**config.mk**
```make
export PLATFORM = sky130hd
export DESIGN_NAME = fhpc_ctrl
export DESIGN_NICKNAME = d
export VERILOG_FILES = /design/src/verilog/fhpc_pkg.sv /design/src/verilog/fhpc_stepper.sv /design/src/verilog/fhpc_ctrl.sv
export VERILOG_INCLUDE_DIRS = /design/src /design/src/verilog
export SDC_FILE = /design/constraint.sdc
export NUM_CORES = 1
export LEC_CHECK = 0
export CORE_UTILIZATION = 59
export DETAILED_ROUTE_END_ITERATION = 12
export DONT_BUFFER_PORTS = 1
export GPL_TIMING_DRIVEN = 0
export MAX_ROUTING_LAYER = met4
export PLACE_DENSITY_LB_ADDON = 0.3
export SYNTH_ARGS = -nofsm -noshare
export SYNTH_HDL_FRONTEND = slang
export SYNTH_SLANG_ARGS = --single-unit
```
**constraint.sdc**
```tcl
create_clock -name hclk -period 5.39 [get_ports hclk]
set_clock_uncertainty 0.1 [all_clocks]
set_input_delay 0.2695 -clock hclk [delete_from_list [all_inputs] [get_ports hclk]]
set_output_delay 0.2695 -clock hclk [all_outputs]
set_load 0.01 [all_outputs]
```
**src/verilog/fhpc_map.svh**
```systemverilog
// register map, field positions, codes and timing figures of the head position controller
`ifndef FHPC_MAP_SVH
`define FHPC_MAP_SVH
// ----------------------------------------------------------------
// register byte offsets
// ----------------------------------------------------------------
`define FHPC_A_CMD      8'h00
`define FHPC_A_CFG      8'h04
`define FHPC_A_STAT     8'h08
`define FHPC_A_RES      8'h0C
`define FHPC_A_ID       8'h10
// ----------------------------------------------------------------
// field positions
// ----------------------------------------------------------------
`define FHPC_F_OP       3:0
`define FHPC_F_DS       5:4
`define FHPC_F_NCN      15:8
`define FHPC_F_CMD      15:0
`define FHPC_F_SRT      3:0
`define FHPC_F_ND       4
// ----------------------------------------------------------------
// command codes and interrupt codes
// ----------------------------------------------------------------
`define FHPC_OP_RDPOS   4'h1
`define FHPC_OP_RECAL   4'h2
`define FHPC_OP_SEEK    4'h3
`define FHPC_OP_SENSE   4'h4
`define FHPC_OP_PDOWN   4'h5
`define FHPC_OP_WAKE    4'h6
`define FHPC_IC_NORM    2'h0
`define FHPC_IC_ABN     2'h1
`define FHPC_IC_INV     2'h2
`define FHPC_IC_POLL    2'h3
// ----------------------------------------------------------------
// timing and counts
// ----------------------------------------------------------------
`define FHPC_CLK_MHZ    20
`define FHPC_STEP_W_NS  1000
`define FHPC_STEP_W_CYC ((`FHPC_STEP_W_NS * `FHPC_CLK_MHZ + 999) / 1000)
`define FHPC_SRT_UNIT_US 1000
`define FHPC_SRT_UNIT_CYC (`FHPC_SRT_UNIT_US * `FHPC_CLK_MHZ)
`define FHPC_SRT_SPAN   5'h10
`define FHPC_RECAL_MAX  8'h4F
`define FHPC_TMR_W      20
`define FHPC_NDRV       4
`define FHPC_IDX_LAST   2'h1
`endif

```
**src/verilog/fhpc_pkg.sv**
```systemverilog
// types of the head position controller
package fhpc_pkg;
`include "fhpc_map.svh"
  // ----------------------------------------------------------------
  // carriers
  // ----------------------------------------------------------------
  typedef struct packed {
    logic [7:0] c;
    logic [7:0] h;
    logic [7:0] r;
    logic [7:0] n;
  } fhpc_id_t;
  typedef struct packed {
    logic [1:0] ic;
    logic       se;
    logic       ec;
    logic       nr;
    logic       hd;
    logic [1:0] ds;
  } fhpc_st0_t;
  // ----------------------------------------------------------------
  // states
  // ----------------------------------------------------------------
  typedef enum logic [1:0] {SP_IDLE, SP_PULSE, SP_GAP} fhpc_sp_t;
  typedef enum logic {RP_IDLE, RP_WAIT} fhpc_rp_t;
  typedef struct packed {
    fhpc_sp_t                st;
    logic                    recal;
    logic                    step;
    logic                    dir;
    logic [7:0]              present_cylinder_number;
    logic [7:0]              target_cylinder_number;
    logic [7:0]              cnt;
    logic [`FHPC_TMR_W-1:0]  tmr;
    logic                    done;
    logic                    fail;
  } fhpc_stp_t;
  typedef struct packed {
    logic                    rdy;
    logic                    resp;
    logic [31:0]             rdata;
    logic                    wr;
    logic [7:0]              waddr;
    logic [15:0]             cmd;
    logic                    cbusy;
    logic                    irq;
    logic                    poll;
    logic                    pd;
    logic                    clr;
    fhpc_rp_t                rp;
    logic                    idx_d;
    logic [1:0]              idx_n;
    fhpc_id_t                id;
    fhpc_st0_t               st0;
    logic                    ma;
    logic [7:0]              rpcn;
    logic [`FHPC_NDRV-1:0]   pend;
    logic [`FHPC_NDRV-1:0]   pfail;
    logic                    rqm;
    logic                    dma;
    logic [3:0]              step_rate_time;
    logic                    nd;
    logic [`FHPC_NDRV-1:0]   gseek;
    logic [`FHPC_NDRV-1:0]   grecal;
    logic [7:0]              target_cylinder_number;
  } fhpc_ctl_t;
endpackage

```
**src/verilog/fhpc_stepper.sv**
```systemverilog
// per-drive step and direction sequencer for seek and recalibrate
`timescale 1ns/1ps
`include "fhpc_map.svh"
module fhpc_stepper #(
  parameter int SRT_UNIT_CYC = `FHPC_SRT_UNIT_CYC,
  parameter int STEP_W_CYC   = `FHPC_STEP_W_CYC
) (
  input  wire logic       hclk,
  input  wire logic       hresetn,
  input  wire logic       ce,
  input  wire logic       clr,
  input  wire logic       go_seek,
  input  wire logic       go_recal,
  input  wire logic [7:0] target_cylinder_number,
  input  wire logic [3:0] step_rate_time,
  input  wire logic       trk0,
  output logic            step,
  output logic            dir,
  output logic [7:0]      present_cylinder_number,
  output logic            moving,
  output logic            done,
  output logic            fail
);
  import fhpc_pkg::*;
  fhpc_stp_t               s_r;
  fhpc_stp_t               s_nxt;
  logic [`FHPC_TMR_W-1:0]  gap_len;

  // step interval from the programmed step rate
  assign gap_len = `FHPC_TMR_W'((`FHPC_SRT_SPAN - {1'b0, step_rate_time}) * SRT_UNIT_CYC);

  function automatic fhpc_stp_t pulse(input fhpc_stp_t v);
    pulse      = v;
    pulse.step = 1'b1;
    pulse.tmr  = `FHPC_TMR_W'(STEP_W_CYC - 1);
    pulse.st   = SP_PULSE;
  endfunction

  // ----------------------------------------------------------------
  // sequencer
  // ----------------------------------------------------------------
  always_comb begin
    s_nxt      = s_r;
    s_nxt.done = 1'b0;
    s_nxt.fail = 1'b0;
    if (clr) begin
      s_nxt.st   = SP_IDLE; // wake clears position
      s_nxt.step = 1'b0;
      s_nxt.present_cylinder_number  = '0;
    end else begin
      case (s_r.st)
        SP_IDLE: begin
          if (go_recal) begin
            s_nxt.recal = 1'b1;
            s_nxt.present_cylinder_number   = '0;
            s_nxt.cnt   = '0;
            s_nxt.dir   = 1'b0;
            if (trk0) begin
              s_nxt.done = 1'b1;
            end else begin
              s_nxt = pulse(s_nxt);
            end
          end else if (go_seek) begin
            s_nxt.recal = 1'b0;
            s_nxt.target_cylinder_number   = target_cylinder_number;
            s_nxt.dir   = s_r.present_cylinder_number < target_cylinder_number;
            if (s_r.present_cylinder_number == target_cylinder_number) begin
              s_nxt.done = 1'b1;
            end else begin
              s_nxt = pulse(s_nxt);
            end
          end
        end
        SP_PULSE: begin
          if (s_r.tmr != '0) begin
            s_nxt.tmr = s_r.tmr - 1'b1;
          end else begin
            s_nxt.step = 1'b0;
            s_nxt.st   = SP_GAP;
            s_nxt.tmr  = gap_len - 1'b1;
            if (s_r.recal) begin
              s_nxt.cnt = s_r.cnt + 1'b1;
            end else if (s_r.dir) begin
              s_nxt.present_cylinder_number = s_r.present_cylinder_number + 1'b1;
            end else begin
              s_nxt.present_cylinder_number = s_r.present_cylinder_number - 1'b1;
            end
          end
        end
        SP_GAP: begin
          if (s_r.tmr != '0) begin
            s_nxt.tmr = s_r.tmr - 1'b1;
          end else if (s_r.recal) begin
            if (trk0) begin
              s_nxt.done = 1'b1;
              s_nxt.st   = SP_IDLE;
            end else if (s_r.cnt == `FHPC_RECAL_MAX) begin
              s_nxt.done = 1'b1;
              s_nxt.fail = 1'b1;
              s_nxt.st   = SP_IDLE;
            end else begin
              s_nxt = pulse(s_nxt);
            end
          end else if (s_r.present_cylinder_number == s_r.target_cylinder_number) begin
            s_nxt.done = 1'b1;
            s_nxt.st   = SP_IDLE;
          end else begin
            s_nxt = pulse(s_nxt);
          end
        end
        default: s_nxt.st = SP_IDLE;
      endcase
    end
  end

  // state register
  always_ff @(posedge hclk or negedge hresetn) begin
    if (!hresetn) begin
      s_r <= '0;
    end else if (ce) begin
      s_r <= s_nxt;
    end
  end

  assign step   = s_r.step;
  assign dir    = s_r.dir;
  assign present_cylinder_number    = s_r.present_cylinder_number;
  assign moving = s_r.st != SP_IDLE;
  assign done   = s_r.done;
  assign fail   = s_r.fail;
endmodule // fhpc_stepper

```
**src/verilog/fhpc_ctrl.sv**
```systemverilog
// head position controller: command decode, position read, seek, sense and AHB-Lite registers
//
// Function
// - control commands move no data; only position-read, recalibrate, seek interrupt
// - position-read captures cylinder, head, sector, size of first good ID field
// - no ID mark by second index pulse: code 01, missing-mark flag, end
// - recalibrate clears the present cylinder, then samples track-zero input
// - while track-zero low during recalibrate, direction 0 and keep stepping
// - track-zero high during recalibrate sets seek-end and ends command
// - track-zero still low after 79 pulses sets seek-end and equipment-check
// - busy in command phase and while position-read waits; seeks on up to four drives overlap
// - seek steps inward with direction 1 below target, outward with 0 above
// - step interval follows the programmed step-rate time
// - after each step compare; equal sets seek-end and ends seek
// - head bit of status zero reads 0 after seek or recalibrate
// - leaving power-down clears present cylinder and status information
// - result-phase entry of data, position and format commands raises interrupt
// - end of seek or recalibrate raises interrupt
// - non-DMA mode raises interrupt whenever a data byte is needed
// - sense-interrupt-status drops interrupt and returns status zero with cause
// - cause code: polling 0/11, normal end 1/00, abnormal end 1/01
// - non-DMA bit 1 selects interrupt transfers, 0 selects DMA requests
`timescale 1ns/1ps
`include "fhpc_map.svh"
module fhpc_ctrl #(
  parameter int SRT_UNIT_CYC = `FHPC_SRT_UNIT_CYC,
  parameter int STEP_W_CYC   = `FHPC_STEP_W_CYC
) (
  input  wire logic                   hclk,
  input  wire logic                   hresetn,
  input  wire logic                   ce,
  input  wire logic                   hsel,
  input  wire logic [31:0]            haddr,
  input  wire logic [1:0]             htrans,
  input  wire logic                   hwrite,
  input  wire logic [2:0]             hsize,
  input  wire logic [31:0]            hwdata,
  input  wire logic                   hready,
  output logic [31:0]                 hrdata,
  output logic                        hreadyout,
  output logic                        hresp,
  input  wire logic [`FHPC_NDRV-1:0]  track_zero_input,
  input  wire logic                   index_pulse_input,
  input  wire logic                   id_found,
  input  wire fhpc_pkg::fhpc_id_t     id_field,
  input  wire logic                   result_event,
  input  wire logic                   data_need,
  output logic [`FHPC_NDRV-1:0]       step_out,
  output logic [`FHPC_NDRV-1:0]       dir_out,
  output logic                        dma_req,
  output logic                        int_out,
  output logic                        id_search
);
  import fhpc_pkg::*;
  fhpc_ctl_t               s_r;
  fhpc_ctl_t               n;
  logic                    acc;
  logic [3:0]              op;
  logic [1:0]              ds;
  logic [7:0]              cmd_ncn;
  logic [`FHPC_NDRV-1:0]   step_w;
  logic [`FHPC_NDRV-1:0]   dir_w;
  logic [`FHPC_NDRV-1:0]   mov_w;
  logic [`FHPC_NDRV-1:0]   done_w;
  logic [`FHPC_NDRV-1:0]   fail_w;
  logic [7:0]              pcn_w [`FHPC_NDRV];
  logic [31:0]             rd;
  logic [1:0]              sel;
  logic                    found;

  // ----------------------------------------------------------------
  // decode helpers
  // ----------------------------------------------------------------
  assign acc     = hsel && htrans[1] && hready;
  assign op      = s_r.cmd[`FHPC_F_OP];
  assign ds      = s_r.cmd[`FHPC_F_DS];
  assign cmd_ncn = s_r.cmd[`FHPC_F_NCN];

  // ----------------------------------------------------------------
  // per-drive sequencers
  // ----------------------------------------------------------------
  for (genvar g = 0; g < `FHPC_NDRV; g++) begin : g_drv
    fhpc_stepper #(
      .SRT_UNIT_CYC (SRT_UNIT_CYC),
      .STEP_W_CYC   (STEP_W_CYC)
    ) u_stp (
      .hclk     (hclk),
      .hresetn  (hresetn),
      .ce       (ce),
      .clr      (s_r.clr),
      .go_seek  (s_r.gseek[g]),
      .go_recal (s_r.grecal[g]),
      .target_cylinder_number      (s_r.target_cylinder_number),
      .step_rate_time      (s_r.step_rate_time),
      .trk0     (track_zero_input[g]),
      .step     (step_w[g]),
      .dir      (dir_w[g]),
      .present_cylinder_number      (pcn_w[g]),
      .moving   (mov_w[g]),
      .done     (done_w[g]),
      .fail     (fail_w[g])
    );
  end

  // ----------------------------------------------------------------
  // next state
  // ----------------------------------------------------------------
  always_comb begin
    n        = s_r;
    rd       = '0;
    sel      = '0;
    found    = 1'b0;
    n.rdy    = 1'b1;
    n.resp   = 1'b0;
    n.wr     = 1'b0;
    n.cbusy  = 1'b0;
    n.clr    = 1'b0;
    n.dma    = 1'b0;
    n.gseek  = '0;
    n.grecal = '0;
    n.idx_d  = index_pulse_input;

    // address phase: latch target, prepare read word
    if (acc) begin
      n.wr    = hwrite;
      n.waddr = haddr[7:0];
      if (!hwrite) begin
        if (haddr[7:0] == `FHPC_A_CMD) begin
          rd = 32'(s_r.cmd);
        end else if (haddr[7:0] == `FHPC_A_CFG) begin
          rd = 32'({s_r.nd, s_r.step_rate_time});
        end else if (haddr[7:0] == `FHPC_A_STAT) begin
          rd = 32'({mov_w, s_r.rp == RP_WAIT, s_r.pd, s_r.rqm, s_r.irq,
                    s_r.cbusy || s_r.rp == RP_WAIT});
        end else if (haddr[7:0] == `FHPC_A_RES) begin
          rd = 32'({s_r.ma, s_r.rpcn, s_r.st0});
        end else if (haddr[7:0] == `FHPC_A_ID) begin
          rd = s_r.id;
        end else begin
          rd = '0;
        end
        n.rdata = rd;
      end
    end

    // data phase of a write
    if (s_r.wr) begin
      if (s_r.waddr == `FHPC_A_CMD) begin
        n.cmd   = hwdata[`FHPC_F_CMD];
        n.cbusy = 1'b1; // command phase busy
      end else if (s_r.waddr == `FHPC_A_CFG) begin
        n.step_rate_time = hwdata[`FHPC_F_SRT];
        n.nd  = hwdata[`FHPC_F_ND];
      end
    end

    // command execution, one cycle after the command write
    if (s_r.cbusy) begin
      if (s_r.pd) begin
        if (op == `FHPC_OP_WAKE) begin
          n.pd    = 1'b0;
          n.clr   = 1'b1;
          n.pend  = '0;
          n.pfail = '0;
          n.st0   = '0;
          n.ma    = 1'b0;
          n.rpcn  = '0;
        end
      end else if (op == `FHPC_OP_RDPOS) begin
        n.rp     = RP_WAIT;
        n.idx_n  = '0;
        n.st0.ds = ds;
      end else if (op == `FHPC_OP_RECAL) begin
        n.grecal[ds] = 1'b1;
      end else if (op == `FHPC_OP_SEEK) begin
        n.gseek[ds] = 1'b1; // execution runs without busy
        n.target_cylinder_number       = cmd_ncn;
      end else if (op == `FHPC_OP_SENSE) begin
        n.irq = 1'b0;
        for (int i = `FHPC_NDRV - 1; i >= 0; i--) begin
          if (s_r.pend[i]) begin
            sel   = 2'(i);
            found = 1'b1;
          end
        end
        n.st0.nr = 1'b0;
        n.st0.hd = 1'b0;
        if (found) begin
          n.st0.ic   = s_r.pfail[sel] ? `FHPC_IC_ABN : `FHPC_IC_NORM;
          n.st0.se   = 1'b1;
          n.st0.ec   = s_r.pfail[sel];
          n.st0.ds   = sel;
          n.rpcn     = pcn_w[sel];
          n.pend[sel] = 1'b0;
        end else if (s_r.poll) begin
          n.st0.ic = `FHPC_IC_POLL;
          n.st0.se = 1'b0;
          n.st0.ec = 1'b0;
          n.poll   = 1'b0;
        end else begin
          n.st0.ic = `FHPC_IC_INV;
          n.st0.se = 1'b0;
          n.st0.ec = 1'b0;
        end
      end else if (op == `FHPC_OP_PDOWN) begin
        n.pd = 1'b1;
      end
      // remaining codes finish silently
    end

    // position read: first ID field or two index pulses
    if (s_r.rp == RP_WAIT) begin
      if (id_found) begin
        n.id     = id_field;
        n.st0.ic = `FHPC_IC_NORM;
        n.st0.se = 1'b0;
        n.st0.ec = 1'b0;
        n.ma     = 1'b0;
        n.rp     = RP_IDLE;
        n.irq    = 1'b1;
      end else if (index_pulse_input && !s_r.idx_d) begin
        if (s_r.idx_n == `FHPC_IDX_LAST) begin
          n.st0.ic = `FHPC_IC_ABN;
          n.st0.se = 1'b0;
          n.st0.ec = 1'b0;
          n.ma     = 1'b1;
          n.rp     = RP_IDLE;
          n.irq    = 1'b1;
        end else begin
          n.idx_n = s_r.idx_n + 1'b1;
        end
      end
    end

    // drive completions, set wins over the sense clear
    for (int i = 0; i < `FHPC_NDRV; i++) begin
      if (done_w[i]) begin
        n.pend[i]  = 1'b1;
        n.pfail[i] = fail_w[i];
        n.irq      = 1'b1;
      end
    end

    // data command result phase and byte requests
    if (result_event) begin
      n.irq = 1'b1;
    end
    n.rqm = data_need && s_r.nd;
    if (data_need) begin
      if (s_r.nd) begin
        n.irq = 1'b1;
      end else begin
        n.dma = 1'b1;
      end
    end
  end

  // state register
  always_ff @(posedge hclk or negedge hresetn) begin
    if (!hresetn) begin
      s_r      <= '0;
      s_r.rdy  <= 1'b1;
      s_r.irq  <= 1'b1; // single polling interrupt after reset
      s_r.poll <= 1'b1;
    end else if (ce) begin
      s_r <= n;
    end
  end

  // outputs
  assign hrdata    = s_r.rdata;
  assign hreadyout = s_r.rdy;
  assign hresp     = s_r.resp;
  assign int_out   = s_r.irq;
  assign dma_req   = s_r.dma;
  assign id_search = s_r.rp;
  assign step_out  = step_w;
  assign dir_out   = dir_w;
endmodule // fhpc_ctrl

```
# --- Word level (Yosys, flattened, before mapping) ---
# Cells that the tools add are included.
totals:
  elab_cells: 665
  ff_bits: 350
  in_bits: 115
  out_inout_bits: 45
op_classes:
  n_lt_le_gt_ge: 9
  mul: 1
  n_eq_ne: 138
  n_reduce_logical: 121
  mux: 279
  bitwise: 19
  add_sub_neg: 19
op_table:
  columns: ["operator", "n"]
  rows:
  - ["$mux W51", 8]
  - ["$mux W49", 8]
  - ["$mux W46", 8]
  - ["$pmux W28 S3", 4]
  - ["$mux W8", 32]
  - ["$mux W50", 4]
  - ["$mux W32", 6]
  - ["$mux W47", 4]
  - ["$mux W20", 8]
  - ["$mux W29", 4]
  - ["$ne A4 B4 Y1 const B", 28]
  - ["$sub A20 B1 Y20 const B", 5]
  - ["$pmux W8 S3", 4]
  - ["$mux W1", 93]
  - ["$ne A3 B3 Y1 const B", 30]
  - ["$mux W2", 41]
  - ["$reduce_bool A20 Y1", 4]
  - ["$reduce_and A6 Y1", 13]
  - ["$mux W12", 6]
  - ["$add A8 B1 Y8 const B", 8]
  - ["$eq A8 B8 Y1", 8]
  - ["$pmux W8 S2", 4]
  - ["$reduce_bool A2 Y1", 30]
  - ["$reduce_bool A3 Y1", 18]
  - ["other kinds (56)", 208]

# --- Depth between registers and ports, before layout ---
logic_depth:
  word_depth: 28
  mapped_depth: 20
  ltp_nobuf: 18

# --- Hierarchy ---
# A second synthesis with hierarchy kept.
unflattened:
  hier_cells: 2804
  area_unflattened_um2: 25503.2
modules_own_cells:
  columns: ["mod", "cells_each", "seq_area_each_um2", "n_inst", "area_each_um2"]
  rows:
  - ["fhpc_ctrl", 611, 3606.0, 1, 6942.9]
  - ["fhpc_stepper (g_drv[0].u_stp)", 554, 1276.2, 1, 4743.3]
  - ["fhpc_stepper (g_drv[2].u_stp)", 552, 1276.2, 1, 4657.0]
  - ["fhpc_stepper (g_drv[1].u_stp)", 557, 1276.2, 1, 4624.4]
  - ["fhpc_stepper (g_drv[3].u_stp)", 530, 1276.2, 1, 4535.6]

# --- Worst setup path after synthesis ---
# No wires, ideal clock.
synth_timing:
  path_type: "register to register"
  from: "register s_r[17] in the netlist's numbering"
  to: "register g_drv[3].u_stp.s_r[20] in the netlist's numbering"
  path_buffers: 2
  synth_period_minus_slack_ns: 5.099
  stages_incl_launch_ff: 21
  t_arrival_ns: 4.903
  t_required_ns: 5.194
  path_slack_ns: 0.291
  setup_time_ns: 0.096
  cell_sequence: "dfrtp_1 -> clkbuf_1 -> inv_1 -> ha_1 -> xnor2_1 -> inv_1 -> ha_1 -> ha_1 -> a21o_1 -> ha_1 -> ha_1 -> ha_1 -> ha_1 -> clkbuf_1 -> nand3_1 -> o2111a_1 -> or3_1 -> nand2b_1 -> xnor2_1 -> a21oi_1 -> o31ai_1"
synth_via:
  elab_chain_cells: 5
synth_lines:
  columns: ["element", "line_no", "source"]
  rows:
  - ["from (decl)", "fhpc_ctrl.sv:55", "fhpc_ctl_t s_r;"]
  - ["from (signal assigned)", "fhpc_ctrl.sv:266", "s_r <= n;"]
  - ["$sub A5 B4 Y6 (no line)", null, null]
  - ["$mul A32 B10 Y15", "fhpc_stepper.sv:30", "assign gap_len = `FHPC_TMR_W'((`FHPC_SRT_SPAN - {1'b0, step_rate_time}) * SRT_UNIT_CYC);"]
  - ["$sub A20 B1 Y20", "fhpc_stepper.sv:80", "s_nxt.tmr = gap_len - 1'b1;"]
  - ["$mux W20", "fhpc_stepper.sv:75", "if (s_r.tmr != '0) begin"]
  - ["$pmux W28 S3", "fhpc_stepper.sv:51", "case (s_r.st)"]
  - ["to (signal assigned)", "fhpc_stepper.sv:121", "s_r <= s_nxt;"]
  - ["to (decl)", "fhpc_stepper.sv:25", "fhpc_stp_t s_r;"]
# No other way between the ends.
# A chain may end at the register's enable or synchronous reset.

# --- Final worst setup path ---
layout_timing:
  from: "register s_r[19] in the netlist's numbering"
  to: "register g_drv[3].u_stp.s_r[21] in the netlist's numbering"
# The elaborated chain is that of the path after synthesis.

==> results.yml <==
yosys:
  netlist.area_leader.share: 0.402
  synth_fp_nets: 2648
  yosys_register_bits: 348
  syn_avg_cell_area_um2: 8.91
  syn_inst: 2418
  async_reset_ff_frac: 1.00
  seq_area_frac_synth: 0.405
  yosysTopAreaCell: "dfrtp_1"
  synth_ff_type: "dfrtp_1"
  synthTopCellsByArea: "dfrtp_1, ha_1, o21ai_0"
  ys_types: 80
  netlist_area_mm2: 0.0215
  ys_warn_count: 0
  synth_edf_count: 0
timing:
  period_needed_ps: 5220
  max-slew-margin-rel: 0.0598
  whs_ps: -698
  fmaxAchievable_mhz: 191
  finalSetupViolations: 0
  hold_violations: 348
  period_share: 0.969
  worst_pin_slew_ps: 1400
  drv_slew: 0
  rsz0062_at_grt: "false"
final_layout:
  final_common_cell: "dfrtp_1"
  n_fill_cell: 2744
  stdcell_count: 3017
  fin_util: 0.678
  nNetsFinal: 2754
  layout_common_cells: "dfrtp_1, nand2_1, o21ai_0"
  drive_above_1_share: 0.0964
  syn_to_final_growth_pct: 12.5
clocking:
  cts_buffers: 39
  clk_pin_slew_ps: 60
  cts-root-buf: "clkbuf_16"
  clk_path_buf_depth: 3
  htree_levels: 2
  clock_latency_ps: 590
  cts.sinks: 348
  tritoncts: "yes"
  hold_buffers: 66
drt:
  drt_pass1_iterations: 10
  via_count: 19700
  drt_iter0_markers: 2241
  wl_um: 65000
  drtAntennaViolNets: 0
  post_drt_via_cell_ratio: 6.52
  drc: 8
  post_drt_wl_per_cell_um: 21.5
global_routing:
  grt_pass1_vias: 18900
  gr-total-overflow: 0
  track_usage: 0.360
  antenna_found_initial: 1
  grt_max_degree: 349
  grt_pass1_wl_um: 102000
power:
  p_leak_nw: 10.9
  power.density_mw_per_mm2: 402
  ir_worst_vdd_mv: 0.308
run_status:
  violations: "DRC, hold timing"
  status: "finished, violations left"
placed_design:
  gp_congestion: 1.01
  dp_hpwl_um: 45300
  io_buffers: 0
  placed_cells: 2879
flow_run:
  maxCapViolCount: 0
floorplan:
  num_rows: 69
  start_util: 0.602
  ios: 160
  chipWidth_um: 193
  die_area_mm2: 0.0373
  die_y_um: 193
  core_area_mm2: 0.0357
critical_path:
  cp.arrival_ps: 5560
  cp_max_fo: 10
  cp.required_ps: 5730
  cp-start-kind: "register"
  critPathKind: "reg2reg"
  critPathCaptureType: "register"
hold_path:
  hold_path_class: "in2async"
Yosys cell counts, drive strengths merged, types with 12 or more instances:
master and n:
dfrtp 346, o41ai 15, o21a 15, ha 110, o31ai 39, o21ai 254, xor2 54, nand4 15
xnor2 38, buf 62, mux2 89, o211ai 12, nand2b 47, o22ai 13, nand3 77, and3 18
nor2b 31, clkbuf 94, a21o 22, nor2 184, a21oi 126, a31oi 42, nor3 72, nor4 32
inv 92, nand2 270, or3 23, o22a 13, a22o 15, or4 16
per-stage QoR:
step           power, mW  cell area (µm²)  setup WS [ps]  setup TNS (ps)  hold WS (ps)
6_report            9.75            24200            168               0          -698
5_1_grt             10.2            24200           14.7               0          -707
4_1_cts             9.64            24200           27.5               0          -722
3_5_place_dp        6.78            22100          -1160          -15050          -104
3_3_place_gp        6.66            22100           -961          -11070          -106
2_1_floorplan       5.77            21500            291               0          -126
path summary, 6_finish.rpt:
kind	cells past startpoint	slack, ps	end	startpoint
worst max register to register	17	170	g_drv[3].u_stp.s_r[21]$_DFFE_PN0P_	s_r[19]$_DFFE_PN0P_
worst min-delay path	0	-700	g_drv[0].u_stp.s_r[7]$_DFFE_PN0P_	hresetn
worst max-delay path	17	170	g_drv[3].u_stp.s_r[21]$_DFFE_PN0P_	s_r[19]$_DFFE_PN0P_
min in group hclk	4	50	g_drv[2].u_stp.fail$_DFFE_PN0P_	ce
max in group asynchronous	0	4840	g_drv[3].u_stp.s_r[7]$_DFFE_PN0P_	hresetn
worst min register to register	1	360	s_r[86]$_DFFE_PN1P_	s_r[86]$_DFFE_PN1P_
registers in the layout, indices dropped and copies added, names as in the netlist:
name                                 cells
g_drv.u_stp.present_cylinder_number     32
ds                                       2
g_drv.u_stp.step                         4
hrdata                                  32
id_search                                1
g_drv.u_stp.s_r                        156
int_out                                  1
g_drv.u_stp.fail                         4
cmd_ncn                                  8
op                                       4
g_drv.u_stp.done                         4
s_r                                     95
g_drv.u_stp.dir                          4
dma_req                                  1
cell families after synthesis:
logic type               after synthesis  share of synthesized area
AO/OA/AOI/OAI                        666                      0.194
XOR/XNOR                              92                     0.0374
adder cells (fa/ha/maj)              115                     0.0686
buffers and inverters                248                     0.0514
flip-flops                           348                      0.405
multiplexers                         100                     0.0517
other                                  2                   0.000349
AND/OR/NAND/NOR                      847                      0.192
power breakdown:
group / switching, mW / leakage, nW / internal, mW / total (mW)
registers: 0.325 / 4.73 / 2.86 / 3.19
clock network: 1.17 / 0.653 / 1.64 / 2.81
logic: 2.41 / 5.50 / 1.34 / 3.75
total: 3.91 / 10.9 / 5.84 / 9.75
cell type report:
cell class | count | area (µm²) | area share
antenna | 3 | 7.51 | 0.000310
clock buffer | 64 | 1200 | 0.0496
sequential | 348 | 8710 | 0.360
clock inverter | 6 | 149 | 0.00615
multi-input combinational | 1822 | 11800 | 0.487
tap | 461 | 577 | 0.0238
timing repair buffer | 67 | 668 | 0.0276
inverter | 92 | 349 | 0.0144
buffer | 154 | 758 | 0.0313
per-layer routing:
layer	part of all wire	global-route usage	vias to the layer above
met5	0	-	-
met4	0.046	0.175	0
met3	0.080	0.0594	209
met2	0.46	0.545	946
met1	0.41	0.469	9593
li1	-	-	8911
worst max-delay path, stage by stage (launching register included):
cell       delay, ps
dfrtp_1          440
clkbuf_2         320
o31a_1           380
nor2_2           280
ha_1             200
inv_1             50
fa_1             530
inv_1             40
ha_1             270
ha_1             280
ha_2             450
o21ai_0          170
a221oi_1         400
o2111ai_2        320
nor3b_2          300
xnor2_1          290
o21a_1           200
o21ai_0           70
repair_timing:
action,in CTS,in global routing
resized for setup,10,9
endpoints found under the hold margin,429,348
pin swaps,1,1
setup buffers,1,0
setup endpoints to repair,24,16
gates cloned,0,0
Note: power is estimated with default switching activity, not from simulation.
